## src/sbsr_pkg.sv

```systemverilog
// constants, command codes and the saved-settings layout of the status and state block
package sbsr_pkg;

    // command codes presented on the command port
    typedef enum logic [3:0] {
        CMD_RESET,      // return to known condition, command form only
        CMD_SAVE,       // save_state_command, slot in argument
        CMD_RECALL,     // recall_state_command, slot in argument
        CMD_MASK,       // request_mask_command write, or its query
        CMD_STATUS,     // status_summary_query
        CMD_CLEAR,      // clear_status_command
        CMD_INITIATE,   // immediate_initiate_command
        CMD_FETCH,      // fetch-type measurement query
        CMD_CONFIG      // load new saved-type settings from the settings port
    } sbsr_cmd_t;

    // acquisition engine view
    typedef enum logic [0:0] {
        ACQ_IDLE,
        ACQ_RUN
    } sbsr_acq_t;

    // settings that make up one saved instrument state
    typedef struct packed {
        logic        continuous;     // 0 single, 1 continuous acquisition
        logic        power_bar;      // power bar display on
        logic        std_air;        // 0 vacuum, 1 standard air
        logic        fast_update;    // 0 normal, 1 fast
        logic [2:0]  display_mode;   // display mode code
        logic [1:0]  freq_units;     // wavelength / frequency unit code
        logic [1:0]  power_units;    // power unit code
        logic [15:0] elevation;      // metres
        logic [7:0]  peak_excursion; // dB
        logic [7:0]  peak_threshold; // dB
        logic [7:0]  power_offset;   // dB, two's complement
        logic        snr_auto;       // signal-to-noise auto reference
        logic [15:0] snr_avg_count;  // signal-to-noise averages
        logic        wl_limit_en;    // wavelength range limiting
        logic [15:0] wl_start;       // nm
        logic [15:0] wl_stop;        // nm
    } sbsr_settings_t;

    // mode encodings
    localparam logic [2:0]  DISP_SINGLE_WL   = 3'h0;
    localparam logic [1:0]  UNIT_NM          = 2'h0;
    localparam logic [1:0]  UNIT_DBM         = 2'h0;

    // defaults loaded by the reset command
    localparam logic [15:0] DEF_WL_START     = 16'h04B0; // 1200 nm
    localparam logic [15:0] DEF_WL_STOP      = 16'h0672; // 1650 nm
    localparam logic [15:0] DEF_ELEVATION    = 16'h0000; // 0 m
    localparam logic [7:0]  DEF_POWER_OFFSET = 8'h00;    // 0 dB
    localparam logic [7:0]  DEF_PEAK_THRESH  = 8'h0A;    // 10 dB
    localparam logic [7:0]  DEF_PEAK_EXCUR   = 8'h0F;    // 15 dB
    localparam logic [15:0] DEF_SNR_AVG      = 16'h0064; // 100 averages
    localparam logic [15:0] DEF_SNR_USER_WL  = 16'h060E; // 1550 nm in vacuum
    localparam logic [15:0] DEF_UNCORR_PTS   = 16'h854B; // 34123 points
    localparam logic [15:0] DEF_DELTA_REF_WL = 16'h02BC; // 700 nm

    // slot argument range
    localparam logic [7:0]  SLOT_MIN         = 8'h01;
    localparam logic [7:0]  SLOT_MAX         = 8'h04;
    localparam int          SLOT_COUNT       = 4;

    // status byte and mask field positions
    localparam int          BIT_MSS          = 6;
    localparam int          BIT_ESB          = 5;
    localparam int          BIT_MAV          = 4;
    localparam int          BIT_ERRQ         = 2;
    localparam logic [7:0]  MASK_RESET       = 8'h00;

    // error codes returned on the answer port
    localparam logic [15:0] ERR_NONE         = 16'h0000;
    localparam logic [15:0] ERR_DATA_STALE   = 16'hFF1A; // -230
    localparam logic [15:0] ERR_ILLEGAL_FORM = 16'hFF8F; // -113
    localparam logic [15:0] ERR_OUT_OF_RANGE = 16'hFF22; // -222

endpackage

```

## src/sbsr_status_state.sv

```systemverilog
// status byte, service request mask, reset defaults and saved-state slots
//
// Operation
// - reset is command only; its query refused
// - reset: single acquisition, data invalid, fetch errors
// - save stores current state in slot 1-4
// - saved state holds all listed settings
// - reset loads display, limits, units, peak defaults
// - reset loads signal-to-noise defaults; address untouched
// - reset sets uncorrected data points to 34123
// - mask write takes 0..255 into 8-bit register
// - mask bit one lets status bit request service
// - mask cleared at power-on only, kept otherwise
// - mask query returns value with bit 6 zero
// - mask bits 5, 4, 2 meaningful
// - status byte layout: 6,5,4,2; others zero
// - bit 6 set when any service reason
// - status read returns weighted sum 0..255
// - status read never modifies any bit
// - recall restores state saved in slot 1-4
`timescale 1ns/1ps

module sbsr_status_state (
    input  wire logic                    mclk_i,            // 10 MHz system clock
    input  wire logic                    resetn_i,          // power-on reset, synchronous, active low
    input  wire logic                    cmd_valid_i,       // one-cycle command strobe
    input  wire sbsr_pkg::sbsr_cmd_t     cmd_code_i,        // decoded command
    input  wire logic                    cmd_query_i,       // command was sent in query form
    input  wire logic [7:0]              cmd_arg_i,         // integer argument
    input  wire sbsr_pkg::sbsr_settings_t cfg_i,            // settings to apply on a config command
    input  wire logic                    event_summary_i,   // summary from event status logic
    input  wire logic                    message_avail_i,   // output queue not empty
    input  wire logic                    error_queue_i,     // error queue not empty
    input  wire logic                    acq_done_i,        // measurement engine finished a sweep
    output logic                         resp_valid_o,      // one-cycle answer strobe
    output logic [15:0]                  resp_data_o,       // integer answer
    output logic [15:0]                  resp_err_o,        // zero or negative error code
    output logic                         srq_o,             // service request
    output logic                         acq_start_o,       // one-cycle sweep start
    output logic                         fetch_grant_o,     // one-cycle: fetch may read valid data
    output logic                         clear_status_o,    // one-cycle: clear event and error logic
    output sbsr_pkg::sbsr_settings_t     settings_o,        // current saved-type settings
    output logic                         graphics_o,        // graphical display on
    output logic [2:0]                   delta_mode_o,      // delta power, wavelength, both
    output logic [15:0]                  delta_ref_wl_o,    // delta reference position, nm
    output logic                         drift_o,           // drift measurement on
    output logic                         coherence_o,       // coherence measurement on
    output logic                         snr_meas_o,        // signal-to-noise measurement on
    output logic [15:0]                  snr_user_wl_o,     // user reference wavelength, nm
    output logic [15:0]                  uncorr_points_o,   // uncorrected acquisition points
    output logic                         data_valid_o       // held measurement data is valid
);

    // whole state of the block, registered in one place
    typedef struct packed {
        logic [7:0]                                  mask;       // service request mask
        logic                                        srq;        // registered master summary
        sbsr_pkg::sbsr_acq_t                         acq;        // acquisition state
        logic                                        data_valid; // measurement data valid
        sbsr_pkg::sbsr_settings_t                    cur;        // live settings
        sbsr_pkg::sbsr_settings_t [sbsr_pkg::SLOT_COUNT-1:0] slot; // saved states
        logic                                        graphics;
        logic [2:0]                                  delta_mode;
        logic [15:0]                                 delta_ref_wl;
        logic                                        drift;
        logic                                        coherence;
        logic                                        snr_meas;
        logic [15:0]                                 snr_user_wl;
        logic [15:0]                                 uncorr_points;
        logic                                        resp_valid;
        logic [15:0]                                 resp_data;
        logic [15:0]                                 resp_err;
        logic                                        acq_start;
        logic                                        fetch_grant;
        logic                                        clear_status;
    } sbsr_state_t;

    sbsr_state_t state;       // registered state
    sbsr_state_t next_state;  // combinational next state

    // compose the status byte from live inputs and the mask
    function automatic logic [7:0] sbsr_status_byte(input logic [7:0] mask,
                                                    input logic       event_summary_bit,
                                                    input logic       message_available_bit,
                                                    input logic       errq);
        logic [7:0] sb;
        sb                     = 8'h00;              // unused bits read zero
        sb[sbsr_pkg::BIT_ESB]  = event_summary_bit;
        sb[sbsr_pkg::BIT_MAV]  = message_available_bit;
        sb[sbsr_pkg::BIT_ERRQ] = errq;
        // a mask bit of one passes its status bit, zero blocks it
        sb[sbsr_pkg::BIT_MSS]  = |(sb & mask);
        return sb;
    endfunction

    // reset-command defaults for the saved-type settings
    function automatic sbsr_pkg::sbsr_settings_t sbsr_defaults();
        sbsr_pkg::sbsr_settings_t d;
        d                = '0;
        d.continuous     = 1'b0;                     // single acquisition
        d.power_bar      = 1'b1;
        d.std_air        = 1'b0;                     // vacuum calibration
        d.fast_update    = 1'b0;                     // normal speed
        d.display_mode   = sbsr_pkg::DISP_SINGLE_WL;
        d.freq_units     = sbsr_pkg::UNIT_NM;
        d.power_units    = sbsr_pkg::UNIT_DBM;
        d.elevation      = sbsr_pkg::DEF_ELEVATION;
        d.peak_excursion = sbsr_pkg::DEF_PEAK_EXCUR;
        d.peak_threshold = sbsr_pkg::DEF_PEAK_THRESH;
        d.power_offset   = sbsr_pkg::DEF_POWER_OFFSET;
        d.snr_auto       = 1'b1;                     // automatic reference
        d.snr_avg_count  = sbsr_pkg::DEF_SNR_AVG;
        d.wl_limit_en    = 1'b1;
        d.wl_start       = sbsr_pkg::DEF_WL_START;
        d.wl_stop        = sbsr_pkg::DEF_WL_STOP;
        return d;
    endfunction

    // live status byte; reading it is a pure function, so a query cannot disturb it
    logic [7:0] status_byte;
    logic       slot_ok;     // argument within 1..4
    logic [1:0] slot_idx;    // zero-based slot

    always_comb begin
        status_byte = sbsr_status_byte(state.mask, event_summary_i, message_avail_i, error_queue_i);
        slot_ok     = (cmd_arg_i >= sbsr_pkg::SLOT_MIN) && (cmd_arg_i <= sbsr_pkg::SLOT_MAX);
        slot_idx    = 2'(cmd_arg_i - sbsr_pkg::SLOT_MIN);
    end

    // next-state logic: command decode, acquisition tracking, answers
    always_comb begin
        next_state              = state;
        // strobes last one cycle
        next_state.resp_valid   = 1'b0;
        next_state.acq_start    = 1'b0;
        next_state.fetch_grant  = 1'b0;
        next_state.clear_status = 1'b0;
        // service request follows the masked status every cycle
        next_state.srq          = status_byte[sbsr_pkg::BIT_MSS];

        // sweep completion makes held data valid again
        if (state.acq == sbsr_pkg::ACQ_RUN && acq_done_i) begin
            next_state.data_valid = 1'b1;
            // continuous mode restarts at once, single mode goes idle
            if (state.cur.continuous) begin
                next_state.acq_start = 1'b1;
            end else begin
                next_state.acq = sbsr_pkg::ACQ_IDLE;
            end
        end

        if (cmd_valid_i) begin
            next_state.resp_valid = 1'b1;
            next_state.resp_data  = 16'h0000;
            next_state.resp_err   = sbsr_pkg::ERR_NONE;
            case (cmd_code_i)
                sbsr_pkg::CMD_RESET: begin
                    if (cmd_query_i) begin
                        // no query form exists; state left alone
                        next_state.resp_err = sbsr_pkg::ERR_ILLEGAL_FORM;
                    end else begin
                        next_state.cur           = sbsr_defaults();
                        next_state.acq           = sbsr_pkg::ACQ_IDLE;
                        next_state.data_valid    = 1'b0;
                        next_state.graphics      = 1'b0;
                        next_state.delta_mode    = 3'h0;
                        next_state.delta_ref_wl  = sbsr_pkg::DEF_DELTA_REF_WL;
                        next_state.drift         = 1'b0;
                        next_state.coherence     = 1'b0;
                        next_state.snr_meas      = 1'b0;
                        next_state.snr_user_wl   = sbsr_pkg::DEF_SNR_USER_WL;
                        next_state.uncorr_points = sbsr_pkg::DEF_UNCORR_PTS;
                        // mask deliberately untouched here
                    end
                end
                sbsr_pkg::CMD_SAVE: begin
                    if (cmd_query_i || !slot_ok) begin
                        next_state.resp_err = cmd_query_i ? sbsr_pkg::ERR_ILLEGAL_FORM
                                                          : sbsr_pkg::ERR_OUT_OF_RANGE;
                    end else begin
                        next_state.slot[slot_idx] = state.cur;
                    end
                end
                sbsr_pkg::CMD_RECALL: begin
                    if (cmd_query_i || !slot_ok) begin
                        next_state.resp_err = cmd_query_i ? sbsr_pkg::ERR_ILLEGAL_FORM
                                                          : sbsr_pkg::ERR_OUT_OF_RANGE;
                    end else begin
                        next_state.cur = state.slot[slot_idx];
                    end
                end
                sbsr_pkg::CMD_MASK: begin
                    if (cmd_query_i) begin
                        next_state.resp_data = {8'h00, state.mask};
                    end else begin
                        // bit 6 has no meaning in the mask and is never stored
                        next_state.mask = cmd_arg_i & ~(8'h01 << sbsr_pkg::BIT_MSS);
                    end
                end
                sbsr_pkg::CMD_STATUS: begin
                    // weighted sum is just the byte itself; nothing is cleared
                    next_state.resp_data = {8'h00, status_byte};
                end
                sbsr_pkg::CMD_CLEAR: begin
                    // event and error logic clear themselves; mask survives
                    next_state.clear_status = 1'b1;
                end
                sbsr_pkg::CMD_INITIATE: begin
                    // host starts a fresh sweep before fetching
                    next_state.acq       = sbsr_pkg::ACQ_RUN;
                    next_state.acq_start = 1'b1;
                end
                sbsr_pkg::CMD_FETCH: begin
                    if (state.data_valid) begin
                        next_state.fetch_grant = 1'b1;
                    end else begin
                        next_state.resp_err = sbsr_pkg::ERR_DATA_STALE;
                    end
                end
                sbsr_pkg::CMD_CONFIG: begin
                    next_state.cur = cfg_i;
                end
                default: begin
                    next_state.resp_err = sbsr_pkg::ERR_ILLEGAL_FORM;
                end
            endcase
        end
    end

    // single register stage; power-on clears the mask and the slots and loads the reset-command defaults
    always_ff @(posedge mclk_i) begin
        if (!resetn_i) begin
            state               <= '0;
            state.mask          <= sbsr_pkg::MASK_RESET;
            state.acq           <= sbsr_pkg::ACQ_IDLE;
            state.cur           <= sbsr_defaults();
            state.delta_ref_wl  <= sbsr_pkg::DEF_DELTA_REF_WL;
            state.snr_user_wl   <= sbsr_pkg::DEF_SNR_USER_WL;
            state.uncorr_points <= sbsr_pkg::DEF_UNCORR_PTS;
        end else begin
            state <= next_state;
        end
    end

    // outputs straight from the state flops
    assign resp_valid_o    = state.resp_valid;
    assign resp_data_o     = state.resp_data;
    assign resp_err_o      = state.resp_err;
    assign srq_o           = state.srq;
    assign acq_start_o     = state.acq_start;
    assign fetch_grant_o   = state.fetch_grant;
    assign clear_status_o  = state.clear_status;
    assign settings_o      = state.cur;
    assign graphics_o      = state.graphics;
    assign delta_mode_o    = state.delta_mode;
    assign delta_ref_wl_o  = state.delta_ref_wl;
    assign drift_o         = state.drift;
    assign coherence_o     = state.coherence;
    assign snr_meas_o      = state.snr_meas;
    assign snr_user_wl_o   = state.snr_user_wl;
    assign uncorr_points_o = state.uncorr_points;
    assign data_valid_o    = state.data_valid;

endmodule

```

## config.mk

```make
export PLATFORM = sky130hd
export DESIGN_NAME = sbsr_status_state
export DESIGN_NICKNAME = d
export VERILOG_FILES = /design/src/sbsr_pkg.sv /design/src/sbsr_status_state.sv
export SDC_FILE = /design/constraint.sdc
export NUM_CORES = 1
export LEC_CHECK = 0
export ABC_AREA = 1
export BUFFER_PORTS_ARGS = -buffer_cell sky130_fd_sc_hd__buf_2
export CORE_MARGIN = 8
export CORE_UTILIZATION = 53
export CTS_CLUSTER_SIZE = 10
export DETAILED_ROUTE_END_ITERATION = 12
export PLACE_DENSITY = 0.77
export SYNTH_ARGS = -nofsm -noshare
export SYNTH_HDL_FRONTEND = slang
export SYNTH_SLANG_ARGS = --single-unit
```

## constraint.sdc

```tcl
create_clock -name mclk_i -period 2.4 [get_ports mclk_i]
set_clock_uncertainty 0.15 [all_clocks]
set_input_delay 0.12 -clock mclk_i [delete_from_list [all_inputs] [get_ports mclk_i]]
set_output_delay 0.12 -clock mclk_i [all_outputs]
set_load 0.03 [all_outputs]
```

# ---- Word level (Yosys, flattened, before mapping)
# Index checks and enable logic that the tools add are counted.
dict set report classes {
  magnitude_cmp 4
  add_sub_neg 1
  n_mux 28
  n_bitwise 3
  n_reduce_logical 15
  eq_ne 10
}
# cell count
set ops {}
lappend ops {{2-to-1 mux 404 bit} 2}
lappend ops {{2-to-1 mux 598 bit} 1}
lappend ops {{bitwise mux 404 bit} 1}
lappend ops {{2-to-1 mux 101 bit} 3}
lappend ops {{case mux 101 bit (3 select lines)} 1}
lappend ops {{binary-select mux 101 bit (select 2 bit)} 1}
lappend ops {{demux 101 bit (select 2 bit)} 1}
lappend ops {{2-to-1 mux 103 bit} 1}
lappend ops {{case mux 16 bit (4 select lines)} 1}
lappend ops {{2-to-1 mux 16 bit} 3}
lappend ops {{== test 4 x 3 -> 1 bit, second input constant} 4}
lappend ops {{2-to-1 mux 8 bit} 2}
lappend ops {{case mux 8 bit (2 select lines)} 1}
lappend ops {{AND reduction 3 bit} 3}
lappend ops {{AND 6 x 8 -> 8 bit} 1}
lappend ops {{== test 4 x 2 -> 1 bit, second input constant} 2}
lappend ops {{>= comparator 8 x 1 -> 1 bit, second input constant} 1}
lappend ops {{less-or-equal comparator 8 x 3 -> 1 bit, second input constant} 1}
lappend ops {{2-to-1 mux 1 bit} 8}
lappend ops {{OR reduction 8 bit} 1}
lappend ops {{OR reduction 5 bit} 1}
lappend ops {{== test 4 x 1 -> 1 bit, second input constant} 1}
lappend ops {{== test 4 bit, second input constant} 1}
lappend ops {{zero test 4 bit} 1}
lappend ops {{14 further kinds} 18}
dict set report totals {
  in_bits 121
  register_bits 551
}

# ---- Longest topological paths before layout
# Gate-level depths: netlist (run 1).
dict set report depth {
  ltp_word 9
  mapped_depth 15
  mapped_depth_nobuf 11
}

# ---- Least setup slack after synthesis (run 1)
# No wires, ideal clock.
dict set report synth_timing {
  path_type {input to register}
  startpoint {in cmd_arg_i[0]}
  endpoint {reg state, in the netlist settings_o[77]}
  arrival_ns 2.156
  stages 15
  slack_ns -0.021
  t_required_ns 2.135
  cell_sequence {buf_2 -> clkinv_1 -> buf_2 -> clkbuf_1 -> ha_1 -> inv_1 -> clkbuf_1 -> clkbuf_1 -> nand3_1 -> nand3_1 -> nand2_1 -> inv_1 -> nand3_1 -> nand2_1 -> nor2_1}
}
dict set report synth_via {
  elab_chain_len 6
  word_cells_on_any_way 12
  cone_classes {add/sub: 1; order compare: 2; eq/ne: 1; mux: 4; reduce/logical: 4}
}
# element line_no
set synth_rtl {}
lappend synth_rtl {{start: declaration} sbsr_status_state.sv:29} ;# input wire logic [7:0] cmd_arg_i,
lappend synth_rtl {{>= comparator 8 x 1 -> 1 bit or less-or-equal comparator 8 x 3 -> 1 bit (tied branches)} sbsr_status_state.sv:126} ;# slot_ok = (cmd_arg_i >= sbsr_pkg::SLOT_MIN) && (cmd_arg_i <= sbsr_pkg::SLOT_MAX);
lappend synth_rtl {{logical AND 1 bit} sbsr_status_state.sv:126}
lappend synth_rtl {{zero test 1 bit} sbsr_status_state.sv:185} ;# if (cmd_query_i || !slot_ok) begin
lappend synth_rtl {{logical OR 1 bit} sbsr_status_state.sv:185}
lappend synth_rtl {{inequality test 2 bit (no source line)} n/a}
lappend synth_rtl {{AND reduction 4 bit (no source line)} n/a}
lappend synth_rtl {{end signal: assignment} sbsr_status_state.sv:241} ;# state <= next_state;
lappend synth_rtl {{end: declaration} sbsr_status_state.sv:78} ;# sbsr_state_t state;
# Several ways; a longest one is shown, not always the timed one. The select of a mux whose other input is x is not followed.
# A chain may end at the register's enable or synchronous reset.

# ---- Worst setup path in the final report (run 1)
dict set report layout_timing {
  startpoint {in cmd_query_i}
  endpoint {reg state[604] (netlist bit)}
}
dict set report layout_via {
  elab_chain_len 2
}
# element line_no
set layout_rtl {}
lappend layout_rtl {{start: declaration} sbsr_status_state.sv:28} ;# input wire logic cmd_query_i,
lappend layout_rtl {{NOT 1 bit (no source line)} n/a}
lappend layout_rtl {{AND reduction 3 bit (no source line)} n/a}
# Every way passes these cells.

==> metrics.md, run 1 <==
| Metric | Value |
|---|---|
| Commonest non-fill, non-tap cells in the layout | nor2_1, nand2_1, dfxtp_1 |
| Int Pwr | 14.2 mW |
| Number of global-route vias before repair | 22200 |
| EDFF count, synth | 0 |
| Met1 usage in global routing | 34.2% |
| Longest Clk Path Bufs | 3 |
| Chip height | 233 um |
| Post-DR wirelength/cell | 16.8 um |
| Setup Viol. Count Final | 0 |
| Sequential fraction of the synthesis area | 42.7% |
| Layout cells sized above 1 | 10.4% |
| Startpoint Class | input port |
| Synth Area in XOR/XNOR | 0% |
| CTS clk-pin slew, worst paths | 0.05 ns |
| Core ar. | 46600 um2 |
| GP Congestion | 0.840 |
| CTS root buffer | clkbuf_16 |
| Slew HR | 48.6% |
| Synth cell types | 26 |
| Nets | 3965 |
| Kind of critical path | input port to flip-flop |
| Placed Cells | 4244 |
| Cells after synthesis | 3735 |
| Switching Share | 25.8% |
| DRC | 0 |
| Max-cap violations | 0 |
| Clk Latency, worst-skew pair | 0.61 ns |
| Static leakage power | 11.5 nW |
| DR vias | 23700 |
| Compound-Gate Fraction of Synth Area | 10.3% |
| Area added between synthesis and finish | 14.3% |
| Adder and majority gate portion of the synthesized area | 0.301% |
| Most used DFF post-synth | dfxtp_1 |
| Post-route insts no fill | 4457 |
| First-pass GRT wire length | 119 mm |
| Input/output buffers | 250 |
| Yosys Warn Count | 0 |
| Synth Area in Simple Gates | 34.1% |
| Worst VDD drop | 0.668 mV |
| GRT Max-Usage Layer | met2 |
| Initial Util | 53.6% |
| CTS tree | yes |
| HP Class | input port to flip-flop |
| Vias per cell | 5.31 |
| Final period utilization | 96.0% |
| Commonest non-fill, non-tap cell in the layout | nor2_1 |
| Synthesized area | 25000 um2 |
| Flop pwr share | 47.2% |
| Synthesized area per cell | 6.68 um2 |
| Slew @ Worst Pin | 0.772 ns |
| Sw Pwr | 4.94 mW |
| Fmax | 434 MHz |
| CP required | 2.79 ns |
| Comb pwr share | 10.6% |
| Die Area | 54300 um2 |
| CTS Buf Count | 60 |
| ANT nets after route | 0 |
| Chip width | 233 um |
| Largest net degree at the start of global routing | 143 |
| Post-DP HPWL | 41.0 mm |
| GRT overflow | 0 |
| N_diodes | 0 |
| Starting DRT DRC Count | 2206 |
| Pins Over Slew Limit | 0 |
| Critical path fanouts, max | 5 |
| Status | finished, final reports clean |
| Final WL | 74.7 mm |
| Crit path time final | 2.30 ns |
| CP endpoint kind | flip-flop |
| Flops & latches, synth | 532 |
| CTS Sinks | 532 |
| GRT Total Usage | 26.4% |
| Critical path arrival | 2.69 ns |
| # rows | 79 |
| Post-synthesis mux area share | 0% |
| Main combinational cell family by area after synthesis | simple AND/OR/NAND/NOR gates |
| Clock power share | 42.2% |
| GR met2 Demand/Resource | 44.3% |
| Filler cells | 4302 |
| # H-tree levels | 2 |
| Power per cell area | 671 nW/um2 |
| Io pins | 315 |
| Unrepaired setup endpoints after global routing | yes |
| Asr flop ratio synth | 0% |
| Core Util, Final | 61.3% |
| Pre-antenna DRT Iters | 6 |
| Final hold vios | 0 |
| Met3 GRT Util | 4.34% |
| Initial antenna violation count | 0 |
## metrics by stage
stage	power, mW	cell area, um2	setup TNS [ns]	worst slack [ns]	hold WS [ns]
after global placement	11.0	25500	0	0.164	0.202
after CTS	19.2	28500	0	0.0436	0.205
final	19.1	28500	0	0.0960	0.262
after floorplan	10.6	25200	0	0.0679	0.0485
after global routing	19.8	28500	-0.00719	-0.00719	0.282
after detailed placement	11.1	25500	0	0.108	0.208
## worst paths after layout
kind | from | to | slack (ns) | cells after the start
hold reg to reg | state[606]$_SDFFE_PN0P_ | state[606]$_SDFFE_PN0P_ | 0.30 | 2
setup reg to reg | flip-flop | settings_o[85]$_SDFFE_PN0P_ | 0.75 | 9
setup / recovery | cmd_query_i | state[604]$_SDFFE_PN0P_ | 0.1 | 9
hold / removal | cmd_arg_i[7] | state[606]$_SDFFE_PN0P_ | 0.26 | 4
## critical path, cell delays in order
cell and delay, ns:
dlygate4sd3_1 0.55, buf_2 0.16, inv_1 0.15, nand2_1 0.18
inv_1 0.16, nand3_1 0.09, dlygate4sd3_1 0.58, a21oi_1 0.14
dlygate4sd3_1 0.56
## power groups by stage
stage	clock network, mW	logic [mW]	registers [mW]
after floorplan	0	1.47	9.18
after global placement	0	1.81	9.22
after detailed placement	0	1.83	9.22
after CTS	8.17	1.99	9.03
after global routing	8.52	2.20	9.05
final	8.08	2.03	9.04
## cell families (layout without fill, tap and decap cells)
group	after synthesis	after routing
compound gates	512	512
buf+inv	580	633
fa+ha+maj	6	6
other cells	2	64
flops	532	532
simple gates	2103	2103
## area by class of cell
| type | count | area [um2] | share of cell area (%) |
|---|---|---|---|
| sequential | 532 | 10700 | 37.3 |
| tap | 607 | 759 | 2.66 |
| inverter | 113 | 443 | 1.55 |
| clock inverter | 3 | 55.1 | 0.193 |
| clock buffer | 71 | 1570 | 5.51 |
| multi-input combinational | 2685 | 11500 | 40.4 |
| timing repair buffer | 446 | 3530 | 12.4 |
## synth_stat cells, drive strengths merged (2+ instances only)
library cell  count  share of area, %
dfxtp           532                43
nor3b             2              0.11
a21oi            87               1.7
inv             112               1.7
clkbuf          144               2.2
ha                6              0.30
a22oi             2             0.060
conb              2             0.030
nor4              2             0.050
nand2           730                11
buf             323               8.7
nand4             2             0.050
nor2            904                14
o21ai           421               8.4
nand3           461               9.2
## what timing repair did
item / 4_1_cts / 5_1_grt
buffers inserted: 0 / 4
hold endpoints to repair: 155 / 0
setup endpoints to repair: 0 / 14
hold buffers: 135 / 0
gates resized for setup: 0 / 8
## layer usage
layer | routed length (um) | vias up
li1 | - | 11800
met1 | 32000 | 10800
met2 | 34800 | 877
met3 | 5880 | 141
met4 | 2040 | 0
met5 | 0 | -
Note: power is estimated with default switching activity, not from simulation.
==> run 2, diff against run 1 <==
==> constraint.sdc (replaced) <==
create_clock -name mclk_i -period 2.4 [get_ports mclk_i]
set_clock_uncertainty 0.15 [all_clocks]
set_input_delay 0.48 -clock mclk_i [delete_from_list [all_inputs] [get_ports mclk_i]]
set_output_delay 0.48 -clock mclk_i [all_outputs]
set_load 0.03 [all_outputs]
==> metrics.md, run 2 (synthesized netlist as in run 1, its figures left out) <==
| Metric | Value |
|---|---|
| Startpoint Class | input port (unchanged) |
| First-pass GRT wire length | 112 mm (was 119 mm) |
| Postcts setup bufs | 0 (unchanged) |
| DRC | 0 (unchanged) |
| CTS tree | yes (unchanged) |
| Flop pwr share | 48.0% (was 47.2%) |
| Status | finished, final reports clean (unchanged) |
| Die Area | 54300 um2 (unchanged) |
| # rows | 79 (unchanged) |
| Commonest non-fill, non-tap cells in the layout | nor2_1, nand2_1, dfxtp_1 (unchanged) |
| Worst VDD drop | 0.507 mV (was 0.668 mV) |
| Setup Viol. Count Final | 0 (unchanged) |
| Core ar. | 46600 um2 (unchanged) |
| Clock power share | 41.5% (was 42.2%) |
| Switching Share | 25.6% (was 25.8%) |
| Area added between synthesis and finish | 11.2% (was 14.3%) |
| Largest net degree at the start of global routing | 139 (was 143) |
| Power per cell area | 678 nW/um2 (was 671 nW/um2) |
| GP Congestion | 0.839 (was 0.840) |
| CTS clk-pin slew, worst paths | 0.06 ns (was 0.05 ns) |
| Post-DR wirelength/cell | 16.2 um (was 16.8 um) |
| Io pins | 315 (unchanged) |
| Worst reg-to-reg path cell count | 8 (was 9) |
| CTS Sinks | 532 (unchanged) |
| HP Class | input port to flip-flop (unchanged) |
| Pins Over Slew Limit | 0 (unchanged) |
| Commonest non-fill, non-tap cell in the layout | nor2_1 (unchanged) |
| Int Pwr | 14.0 mW (was 14.2 mW) |
| Hold Crit Depth | 3 (was 4) |
| Post-route insts no fill | 4374 (was 4457) |
| Critical path fanouts, max | 51 (was 5) |
| Post-DP HPWL | 43.2 mm (was 41.0 mm) |
| Hold Path End | state[601]$_SDFFE_PN0P_ (was state[606]$_SDFFE_PN0P_) |
| CTS Buf Count | 59 (was 60) |
| DR vias | 23200 (was 23700) |
| Crit path time final | 2.19 ns (was 2.30 ns) |
| Chip height | 233 um (unchanged) |
| Final WL | 70.7 mm (was 74.7 mm) |
| GRT Total Usage | 25.1% (was 26.4%) |
| Initial Util | 53.6% (unchanged) |
| Slew @ Worst Pin | 0.567 ns (was 0.772 ns) |
| Hold_sp | cmd_arg_i[2] (was cmd_arg_i[7]) |
| CP required | 2.74 ns (was 2.79 ns) |
| Initial antenna violation count | 3 (was 0) |
| Power consumption | 18.8 mW (was 19.1 mW) |
| Sw Pwr | 4.81 mW (was 4.94 mW) |
| Placed Cells | 4298 (was 4244) |
| Longest Clk Path Bufs | 3 (unchanged) |
| CTS root buffer | clkbuf_16 (unchanged) |
| Layout cells sized above 1 | 11.8% (was 10.4%) |
| Vias per cell | 5.30 (was 5.31) |
| Number of global-route vias before repair | 20900 (was 22200) |
| # H-tree levels | 2 (unchanged) |
| Final hold vios | 0 (unchanged) |
| Fmax | 456 MHz (was 434 MHz) |
| Chip width | 233 um (unchanged) |
| Hold_buf cts | 7 (was 135) |
| Final period utilization | 91.3% (was 96.0%) |
| ANT nets after route | 0 (unchanged) |
| Final WS setup | 0.208 ns (was 0.0960 ns) |
| Worst r2r dst | settings_o[47]$_SDFFE_PN0P_ (was settings_o[85]$_SDFFE_PN0P_) |
| Core Util, Final | 59.6% (was 61.3%) |
| Clk Latency, worst-skew pair | 0.61 ns (about the same) |
| Slew HR | 62.2% (was 48.6%) |
| Static leakage power | 11.3 nW (was 11.5 nW) |
| Kind of critical path | input port to flip-flop (unchanged) |
| R2R Setup Slk | 1.22 ns (was 0.75 ns) |
| PostCTS Resize Cnt | 0 (unchanged) |
| Nets | 3886 (was 3965) |
| GRT overflow | 0 (unchanged) |
| Starting DRT DRC Count | 2259 (was 2206) |
| Input/output buffers | 250 (unchanged) |
| Critical path arrival | 2.53 ns (was 2.69 ns) |
| Hold Slack | 0.0394 ns (was 0.262 ns) |
| Unrepaired setup endpoints after global routing | no (was yes) |
| Comb pwr share | 10.5% (was 10.6%) |
| Placement Setup Slack | -0.0410 ns (was 0.108 ns) |
| CP endpoint kind | flip-flop (unchanged) |
| Max-cap violations | 0 (unchanged) |
| Pre-antenna DRT Iters | 5 (was 6) |
[run 2: changes by cell type in the layout (fill, tap and decap cells not counted), moves of 2 or more]
cell,before,now
o21ai_1,1,360
dlygate4sd3_1,135,7
diode_2,0,3
o21ai_0,420,61
inv_6,2,0
buf_4,24,57
buf_12,34,54
clkbuf_1,8,3
buf_6,3,1
nor2_1,899,901
clkbuf_8,3,1
[run 2: how the worst max path moves through the flow]
| stage | start | to | slack [ns] | depth (start not counted) |
|---|---|---|---|---|
| final | cmd_arg_i[5] | flip-flop | 0.21 | 10 |
| after global placement | cmd_arg_i[1] | flip-flop | -0.02 | 13 |
| after floorplan | cmd_arg_i[0] | flip-flop | 0.003 | 14 |
| after global routing | cmd_arg_i[4] | flip-flop | 0.08 | 11 |
| after CTS | cmd_arg_i[4] | flip-flop | 0.26 | 11 |
| after detailed placement | cmd_arg_i[1] | flip-flop | -0.04 | 13 |
[run 2: cell type report]
cell class | instances | area [um2]
flip-flops and latches | 532 | 10700
multi-input cells | 2685 | 11500
repair buffers | 368 | 2850
well taps | 607 | 759
fillers | 4411 | 18800
inverters | 113 | 443
clock buffers | 65 | 1550
diodes | 3 | 7.51
clock inverters | 1 | 5.00
[run 2: critical path, cell delays in order]
cell and delay (ns):
dlygate4sd3_1 0.55, buf_2 0.13, nor2_1 0.09, nand2_1 0.14
nor3b_4 0.27, buf_12 0.16, nand3_4 0.15, buf_12 0.24
o21ai_1 0.19, nor2_1 0.05
[run 2: stage by stage]
stage               area (um2)  TNS [ns]
floorplan                25700         0
CTS                      27800         0
global placement         26100    -0.439
detailed placement       26100    -0.825
global route             27800         0
finish                   27800         0
[run 2: layer usage]
layer / vias up / track usage, % / share of wire (%)
li1: 11700 / - / -
met1: 10700 / 33.2 / 44
met2: 729 / 41.6 / 47
met3: 104 / 4.45 / 7.2
met4: 0 / 7.00 / 2.1
met5: - / 0 / 0
[run 2: power by group through the flow]
stage,Clock [mW],Combinational (mW),Sequential [mW]
4_1_cts,7.93,1.96,9.04
2_1_floorplan,0,1.52,9.19
6_report,7.81,1.98,9.04
3_5_place_dp,0,1.95,9.23
5_1_grt,8.27,2.15,9.06
3_3_place_gp,0,1.93,9.23
